## src/rtl/fault_mon_pkg.sv

```systemverilog
// Package for the motor and bias fault monitor: timing constants, fault codes,
// and the struct that carries bias status.
// Assumes a 20 MHz system clock; times are given in milliseconds.
package fault_mon_pkg;

  // Clock rate
  localparam int unsigned CLK_HZ        = 20_000_000;
  localparam int unsigned CYC_PER_MS    = CLK_HZ / 1000;

  // Qualification times in milliseconds
  localparam int unsigned START_MS      = 1000;
  localparam int unsigned STALL_MS      = 2000;
  localparam int unsigned BIAS_MS       = 500;

  // Derived cycle counts
  localparam int unsigned START_CYC     = START_MS * CYC_PER_MS;
  localparam int unsigned STALL_CYC     = STALL_MS * CYC_PER_MS;
  localparam int unsigned BIAS_CYC      = BIAS_MS * CYC_PER_MS;

  // Motor count and widths
  localparam int unsigned NUM_MOTORS    = 3;
  localparam int unsigned CODE_W        = 4;
  localparam int unsigned DUTY_W        = 8;

  // Fault codes: zero means no fault, motors are 1..N, bias gets its own
  localparam logic [3:0] CODE_NONE      = 4'h0;
  localparam logic [3:0] CODE_MOTOR0    = 4'h1;
  localparam logic [3:0] CODE_BIAS      = 4'hF;

  // Reset values
  localparam logic [2:0] FAULT_RST      = 3'h0;

  // Bias status sample from the high-voltage supply
  typedef struct packed {
    logic             output_on;   // Bias output switched on
    logic             printing;    // Printing cycle in progress
    logic             volt_high;   // Feedback voltage at or above threshold
    logic [7:0]       duty;        // Commanded PWM duty, full scale 8'hFF
  } bias_stat_t;

endpackage

```

## src/rtl/motor_bias_fault_monitor.sv

```systemverilog
// Motor lock and transfer bias fault monitor.
// Pins from the motor drive boards and the bias supply are asynchronous and
// pass two flip-flops first. Fault codes are read by logic on sys_clk.
`timescale 1ns/1ns
module motor_bias_fault_monitor #(
  parameter int unsigned NUM_MOTORS = fault_mon_pkg::NUM_MOTORS,
  parameter int unsigned START_CYC  = fault_mon_pkg::START_CYC,
  parameter int unsigned STALL_CYC  = fault_mon_pkg::STALL_CYC,
  parameter int unsigned BIAS_CYC   = fault_mon_pkg::BIAS_CYC
) (
  // Clock and reset
  input  wire logic                          sys_clk,
  input  wire logic                          rst,
  // Motor drive pins, asynchronous
  input  wire logic [NUM_MOTORS-1:0]         motor_trigger,
  input  wire logic [NUM_MOTORS-1:0]         motor_fb_ok,
  // Bias supply status, asynchronous
  input  wire fault_mon_pkg::bias_stat_t     bias_stat,
  // Fault status to the controller
  output logic [NUM_MOTORS-1:0]              motor_fault,
  output logic                               bias_fault,
  output logic [fault_mon_pkg::CODE_W-1:0]   fault_code
);

  // Timer widths; the start timer stops one past its mark, hence the extra count
  localparam int unsigned SW = $clog2(START_CYC + 2);
  localparam int unsigned CW = $clog2(STALL_CYC + 1);
  localparam int unsigned BW = $clog2(BIAS_CYC + 1);
  localparam int unsigned TW = (SW > CW) ? ((SW > BW) ? SW : BW) : ((CW > BW) ? CW : BW);

  // Timer limits at the shared arithmetic width
  localparam logic [TW-1:0] START_LIM = TW'(START_CYC + 1);
  localparam logic [TW-1:0] STALL_LIM = TW'(STALL_CYC);
  localparam logic [TW-1:0] BIAS_LIM  = TW'(BIAS_CYC);

  // Half scale of the commanded duty
  localparam logic [fault_mon_pkg::DUTY_W-1:0] DUTY_HALF = 8'h80;

  // Saturating increment used by every timer; holding at the limit keeps a
  // long stall from wrapping round and clearing its own trip
  function automatic logic [TW-1:0] sat_inc(input logic [TW-1:0] v,
                                            input logic [TW-1:0] lim);
    sat_inc = (v >= lim) ? lim : v + 1'b1;
  endfunction

  // Next value of a bias run timer: counts while its condition holds, else zero
  function automatic logic [BW-1:0] run_next(input logic          hold,
                                             input logic [BW-1:0] cur);
    run_next = hold ? BW'(sat_inc(TW'(cur), BIAS_LIM)) : '0;
  endfunction

  // Code of the first fault; the lowest motor wins a tie and the bias comes last
  function automatic logic [fault_mon_pkg::CODE_W-1:0] first_code(
    input logic [NUM_MOTORS-1:0] motors,
    input logic                  bias);
    first_code = bias ? fault_mon_pkg::CODE_BIAS : fault_mon_pkg::CODE_NONE;
    for (int i = NUM_MOTORS - 1; i >= 0; i--)
    begin
      if (motors[i])
        first_code = fault_mon_pkg::CODE_MOTOR0 + 4'(i);
    end
  endfunction

  ////////////////////////////////////////////////////////////////////////////
  // Input synchronisers

  logic [NUM_MOTORS-1:0]     trig_s1_reg;
  logic [NUM_MOTORS-1:0]     trig_reg;
  logic [NUM_MOTORS-1:0]     fb_s1_reg;
  logic [NUM_MOTORS-1:0]     fb_reg;
  fault_mon_pkg::bias_stat_t bias_s1_reg;
  fault_mon_pkg::bias_stat_t bias_reg;

  // Two stages on every pin; only the second stage is read
  always_ff @(posedge sys_clk or posedge rst)
  begin
    if (rst)
    begin
      trig_s1_reg <= '0;
      trig_reg    <= '0;
      fb_s1_reg   <= '0;
      fb_reg      <= '0;
      bias_s1_reg <= '0;
      bias_reg    <= '0;
    end
    else
    begin
      trig_s1_reg <= motor_trigger;
      trig_reg    <= trig_s1_reg;
      fb_s1_reg   <= motor_fb_ok;
      fb_reg      <= fb_s1_reg;
      bias_s1_reg <= bias_stat;
      bias_reg    <= bias_s1_reg;
    end
  end

  ////////////////////////////////////////////////////////////////////////////
  // Motor timers

  logic [SW-1:0]         since_trig_reg [NUM_MOTORS];
  logic [CW-1:0]         bad_run_reg    [NUM_MOTORS];
  logic [NUM_MOTORS-1:0] start_trip;
  logic [NUM_MOTORS-1:0] stall_trip;
  logic [NUM_MOTORS-1:0] motor_trip;

  // Time since the trigger was seen high; it stops one past the start mark, so
  // the start check fires on one cycle only and later spells go to the stall timer
  always_ff @(posedge sys_clk or posedge rst)
  begin
    if (rst)
    begin
      for (int i = 0; i < NUM_MOTORS; i++)
      begin
        since_trig_reg[i] <= '0;
      end
    end
    else
    begin
      for (int i = 0; i < NUM_MOTORS; i++)
      begin
        if (!trig_reg[i])
          since_trig_reg[i] <= '0;  // A new start gets a fresh window
        else
          since_trig_reg[i] <= SW'(sat_inc(TW'(since_trig_reg[i]), START_LIM));
      end
    end
  end

  // Length of the current out-of-range run; any good sample or a dropped
  // trigger starts it again
  always_ff @(posedge sys_clk or posedge rst)
  begin
    if (rst)
    begin
      for (int i = 0; i < NUM_MOTORS; i++)
      begin
        bad_run_reg[i] <= '0;
      end
    end
    else
    begin
      for (int i = 0; i < NUM_MOTORS; i++)
      begin
        if (!trig_reg[i] || fb_reg[i])
          bad_run_reg[i] <= '0;
        else
          bad_run_reg[i] <= CW'(sat_inc(TW'(bad_run_reg[i]), STALL_LIM));
      end
    end
  end

  // Trip decode: the start check looks once, at the mark; the run check
  // fires while a full bad run is still bad
  always_comb
  begin
    for (int i = 0; i < NUM_MOTORS; i++)
    begin
      start_trip[i] = trig_reg[i] && !fb_reg[i]
                      && (since_trig_reg[i] == SW'(START_CYC));
      stall_trip[i] = trig_reg[i] && !fb_reg[i]
                      && (bad_run_reg[i] == CW'(STALL_CYC));
    end
  end

  assign motor_trip = start_trip | stall_trip;

  ////////////////////////////////////////////////////////////////////////////
  // Bias timers

  logic          bias_active;
  logic [BW-1:0] volt_run_reg;
  logic [BW-1:0] duty_run_reg;
  logic          bias_trip;

  // Outside an active print with bias on, both timers are held at zero
  assign bias_active = bias_reg.output_on && bias_reg.printing;

  // Feedback voltage run; a single low sample starts the count again
  always_ff @(posedge sys_clk or posedge rst)
  begin
    if (rst)
      volt_run_reg <= '0;
    else
      volt_run_reg <= run_next(bias_active && bias_reg.volt_high, volt_run_reg);
  end

  // Duty run, kept apart from the voltage run so neither masks the other
  always_ff @(posedge sys_clk or posedge rst)
  begin
    if (rst)
      duty_run_reg <= '0;
    else
      duty_run_reg <= run_next(bias_active && (bias_reg.duty >= DUTY_HALF),
                               duty_run_reg);
  end

  assign bias_trip = (volt_run_reg == BW'(BIAS_CYC)) || (duty_run_reg == BW'(BIAS_CYC));

  ////////////////////////////////////////////////////////////////////////////
  // Fault latches and code

  // Flags are sticky until reset; a later fault still shows in its own flag
  always_ff @(posedge sys_clk or posedge rst)
  begin
    if (rst)
    begin
      motor_fault <= '0;
      bias_fault  <= 1'b0;
    end
    else
    begin
      motor_fault <= motor_fault | motor_trip;
      bias_fault  <= bias_fault | bias_trip;
    end
  end

  // The code records the first fault only, so the controller sees the cause
  // and not a follow-on effect
  always_ff @(posedge sys_clk or posedge rst)
  begin
    if (rst)
      fault_code <= fault_mon_pkg::CODE_NONE;
    else if (fault_code == fault_mon_pkg::CODE_NONE)
      fault_code <= first_code(motor_trip, bias_trip);
  end

endmodule

```

## config.mk

```make
export PLATFORM = sky130hd
export DESIGN_NAME = motor_bias_fault_monitor
export DESIGN_NICKNAME = d
export VERILOG_FILES = /design/src/rtl/fault_mon_pkg.sv /design/src/rtl/motor_bias_fault_monitor.sv
export SDC_FILE = /design/constraint.sdc
export NUM_CORES = 1
export LEC_CHECK = 0
export ABC_AREA = 1
export BUFFER_PORTS_ARGS = -buffer_cell sky130_fd_sc_hd__buf_2
export CAP_MARGIN = 10
export CORE_MARGIN = 2
export CORE_UTILIZATION = 50
export DETAILED_ROUTE_END_ITERATION = 8
export PLACE_DENSITY = 0.78
export REMOVE_ABC_BUFFERS = 1
export SETUP_SLACK_MARGIN = 0.3
export SKIP_CTS_REPAIR_TIMING = 1
export SLEW_MARGIN = 20
export SYNTH_ARGS = -nofsm -noshare
export SYNTH_HDL_FRONTEND = slang
export SYNTH_SLANG_ARGS = --single-unit
```

## constraint.sdc

```tcl
create_clock -name sys_clk -period 7.53 [get_ports sys_clk]
set_clock_uncertainty 0.2 [all_clocks]
set_input_delay 1.1295 -clock sys_clk [delete_from_list [all_inputs] [get_ports sys_clk]]
set_output_delay 1.1295 -clock sys_clk [all_outputs]
set_load 0.01 [all_outputs]
```

After elaboration in Yosys (flattened, before gate mapping). Cells that the tools add are included. W data, S select, Z words.

Input bits: 19. Output and inout bits: 8. Flip-flop bits (word level): 243. Bits in writable memories: 0. Latch bits: 0. Word-level logic and storage cells: 94. Bits in read-only memories: 0. Memories kept: 0.

Add/sub/neg operators: 8. $lt $le $gt $ge: 9. Equal/unequal tests: 8. $mul: 0. Reduce and logical (&&, ||, !) cells: 23. Bitwise operators: 3. Div/mod/pow operators: 0. Shifts and indexed selects: 0. Mux-type cells: 20.

Operators by type and width (number): $mux W26 (6); $mux W25 (6); $mux W24 (4); $add A26 B1 Y26 const B (3); $eq A26 B26 Y1 const B (3); $ge A26 B26 Y1 const B (3); $add A25 B1 Y25 const B (3); $eq A25 B25 Y1 const B (3); $ge A25 B25 Y1 const B (3); $add A24 B1 Y24 const B (2); $eq A24 B24 Y1 const B (2); $ge A24 B24 Y1 const B (2); $mux W4 (4); $logic_and A1 B1 Y1 (12); $ge A8 B8 Y1 const B (1); $logic_not A1 Y1 (6); $or A3 B3 Y3 (2); $logic_not A4 Y1 (1); $logic_or A1 B1 Y1 (4); $or A1 B1 Y1 (1).

Logic depth before layout (Yosys ltp).
Depth in word-level cells: 7. Gate-level depth with buffers: 13. Gate-level depth less buffers: 13.

Worst setup path before layout. No wires, ideal clock.

Kind: register -> output. From: register fault_code[2] (netlist name). To: output port fault_code[3] in the netlist's numbering. Path buffers: 1. Data arrival time: 565 ps. Stages on the path, launching flop included: 2. Slack: 5635 ps. Data required time: 6201 ps. Cells stage by stage: dfrtp_1 > buf_4.

RTL lines: end: declaration (line motor_bias_fault_monitor.sv:22) `output logic [fault_mon_pkg::CODE_W-1:0] fault_code`.

==> reports/summary.txt <==
Clk network pwr share - 0.495
fin cells - 2,248
first-pass GRT wire length - 51,900 um
commonest non-fill, non-tap cell in the layout - nor2_1
power share of the combinational group - 0.029
WP data arrival - 1070 ps
clk root buf - clkbuf_16
Setup TNS Final - 0 ps
max reg flops - 78
Post-synth ARST share - 1.00
total gr overflow - 0
switching pwr - 587 uW
total wire length - 29,800 um
detailed-route via count - 11,700
crit path kind - reg2out
Pins Over Slew Limit - 0
post-synthesis sequential area ratio - 0.414
minimum clock period - 2400 ps
share of layout cells above drive strength 1 - 0.0965
row count - 60
Initial Utilization - 0.510
Mean Syn Cell Area - 7.43 um2
Post-synth EDFFs - 0
pin count of the biggest net entering global routing - 104
PwrDens - 174 mW/mm2
Clock Pin Slew Worst Setup and Hold Paths - 60 ps
Layout Nets - 1,926
CTS tree - built
die width - 170 um
DRT Pass-1 Iters - 5
Sw Ratio - 0.224
hold violation count in the final report - 0
Slew headroom - 0.420
Largest stage delay, worst path - 400 ps
post-DR vias/cell - 5.21
CP max FO - 4
Total Power - 2620 uW
gpl congestion - 0.945
Synth Cell Area - 0.0138 mm2
Power Internal - 2030 uW
most frequent cells in the layout - nor2_1 (419), nand2_1 (358), inv_1 (228), dfrtp_1 (228), nand3_1 (118)
RSZ-0062 raised after global routing - false
Top delay family on crit path - flip-flops
DR iter-0 viols - 905
CTS Buf Count - 26
PortBufs - 19
Max Cap Violations - 0
antenna cell count - 0
Lkg Pwr - 0.00662 uW
slowest CP cell - dfrtp_1
R2R Setup Slk - 5420 ps
DR WL/cell - 13.3 um
CP endpoint kind - output pin
CP cell instances - buf_2
Fmax - 0.417 GHz
register bit total from synthesis - 228
worst slew pin tran - 870 ps
area of the core - 0.0270 mm2
Post-Place Cells - 2,201
post-synthesis cell count - 1,857
depth of the CTS H-tree - 1
clock buffer depth - 3
antenna-violating nets left - 0
vias in the first global route - 11,300
post-synth cell types - 46
WP buf/inv - 1
final setup violating endpoints - 0
Tot GR Track Use - 0.213
Synth-to-Final Area Change - 9.37%
die footprint - 0.0289 mm2
clock sink count - 228
# DRC - 0
Post-DP HPWL - 21,700 um
Synth Flop Type - dfrtp_1
Hold Crit Class - reg2reg
synth warn - 0
Peak VDD IR - 0.000188 V
I/O pin count - 27
Flop pwr share - 0.476
final period utilization - 0.319
startpoint type of the worst setup path - flop
Die H - 170 um
status - finished, final reports clean
initial antenna violation count - 0
WP data required - 6200 ps
Clk Latency, worst-skew pair - 530 ps
[stage by stage]
step | util | setup WS [ps] | cell area (um2) | hold WS (ps)
6_report | 0.558 | 5130 | 15100 | 147
5_1_grt | 0.558 | 4910 | 15100 | 158
4_1_cts | 0.558 | 5100 | 15100 | 148
3_5_place_dp | 0.525 | 4550 | 14200 | 135
3_3_place_gp | 0.525 | 4600 | 14200 | 133
2_1_floorplan | - | -47.4 | 13600 | 131
[path summary, 6_finish.rpt]
kind | startpoint | to | depth (start not counted)
setup / recovery | fault_code[2] | fault_code[3] | 1
hold / removal | trig_s1_reg[2] | trig_reg[2] | 0
setup reg to reg | volt_run_reg[17] | volt_run_reg[2] | 8
hold reg to reg | trig_s1_reg[2] | trig_reg[2] | 0
max in group asynchronous | rst | bad_run_reg[45] | 3
min in group asynchronous | rst | since_trig_reg[72] | 2
[synthesized netlist by cell type, types with 3 or more instances]
cell type / instances / area [um2]
nor3_1: 77 / 385
nor2_4: 18 / 203
nand3_1: 118 / 591
nor2_1: 419 / 1570
xor2_1: 99 / 867
buf_4: 3 / 22.5
o21ai_0: 34 / 170
nand2_1: 358 / 1340
nor4_1: 3 / 18.8
ha_1: 19 / 238
a21oi_1: 31 / 155
buf_2: 10 / 50.1
nand4_2: 4 / 50.1
dfrtp_1: 228 / 5710
nand4_1: 48 / 300
clkinv_1: 4 / 15.0
nand2_2: 14 / 87.6
nand3b_1: 10 / 75.1
nand3_2: 17 / 170
nor3_4: 9 / 146
xnor2_1: 20 / 175
buf_6: 4 / 45.0
o21ai_1: 9 / 45.0
inv_2: 17 / 63.8
nor2_2: 16 / 100
inv_1: 229 / 860
nor3_2: 11 / 110
[kinds of logic (layout without fill, tap and decap cells)]
family | Yosys count | after routing | synth area share
and+or+nand+nor | 1134 | 1134 | 0.381
buffers and inverters | 271 | 321 | 0.0791
DFF | 228 | 228 | 0.414
xor gates and xnor gates | 119 | 119 | 0.0756
AOI/OAI and AO/OA | 86 | 86 | 0.0333
adders and majority gates | 19 | 19 | 0.0172
[cell type report]
type	count	area (um2)
fill	2539	11900
timing repair buffer	22	118
multi-input combinational	1358	7000
clock inverter	16	173
clock buffer	31	711
tap	341	427
inverter	252	956
sequential	228	5710
[power by group through the flow]
stage | Clock [uW] | Combinational [uW] | Sequential (uW)
6_report | 1290 | 75.9 | 1250
4_1_cts | 1330 | 79.1 | 1250
5_1_grt | 1390 | 89.6 | 1250
3_3_place_gp | 0 | 76.6 | 1270
3_5_place_dp | 0 | 78.6 | 1270
2_1_floorplan | 0 | 54.4 | 1270
[metal layers]
layer | GRT usage | up-vias | wire (um)
li1 | - | 5903 | -
met1 | 0.287 | 5479 | 13700
met2 | 0.369 | 276 | 14200
met3 | 0.0277 | 49 | 1400
met4 | 0.0472 | 0 | 564
met5 | 0 | - | 0
Power figures use the tool's default switching activity.
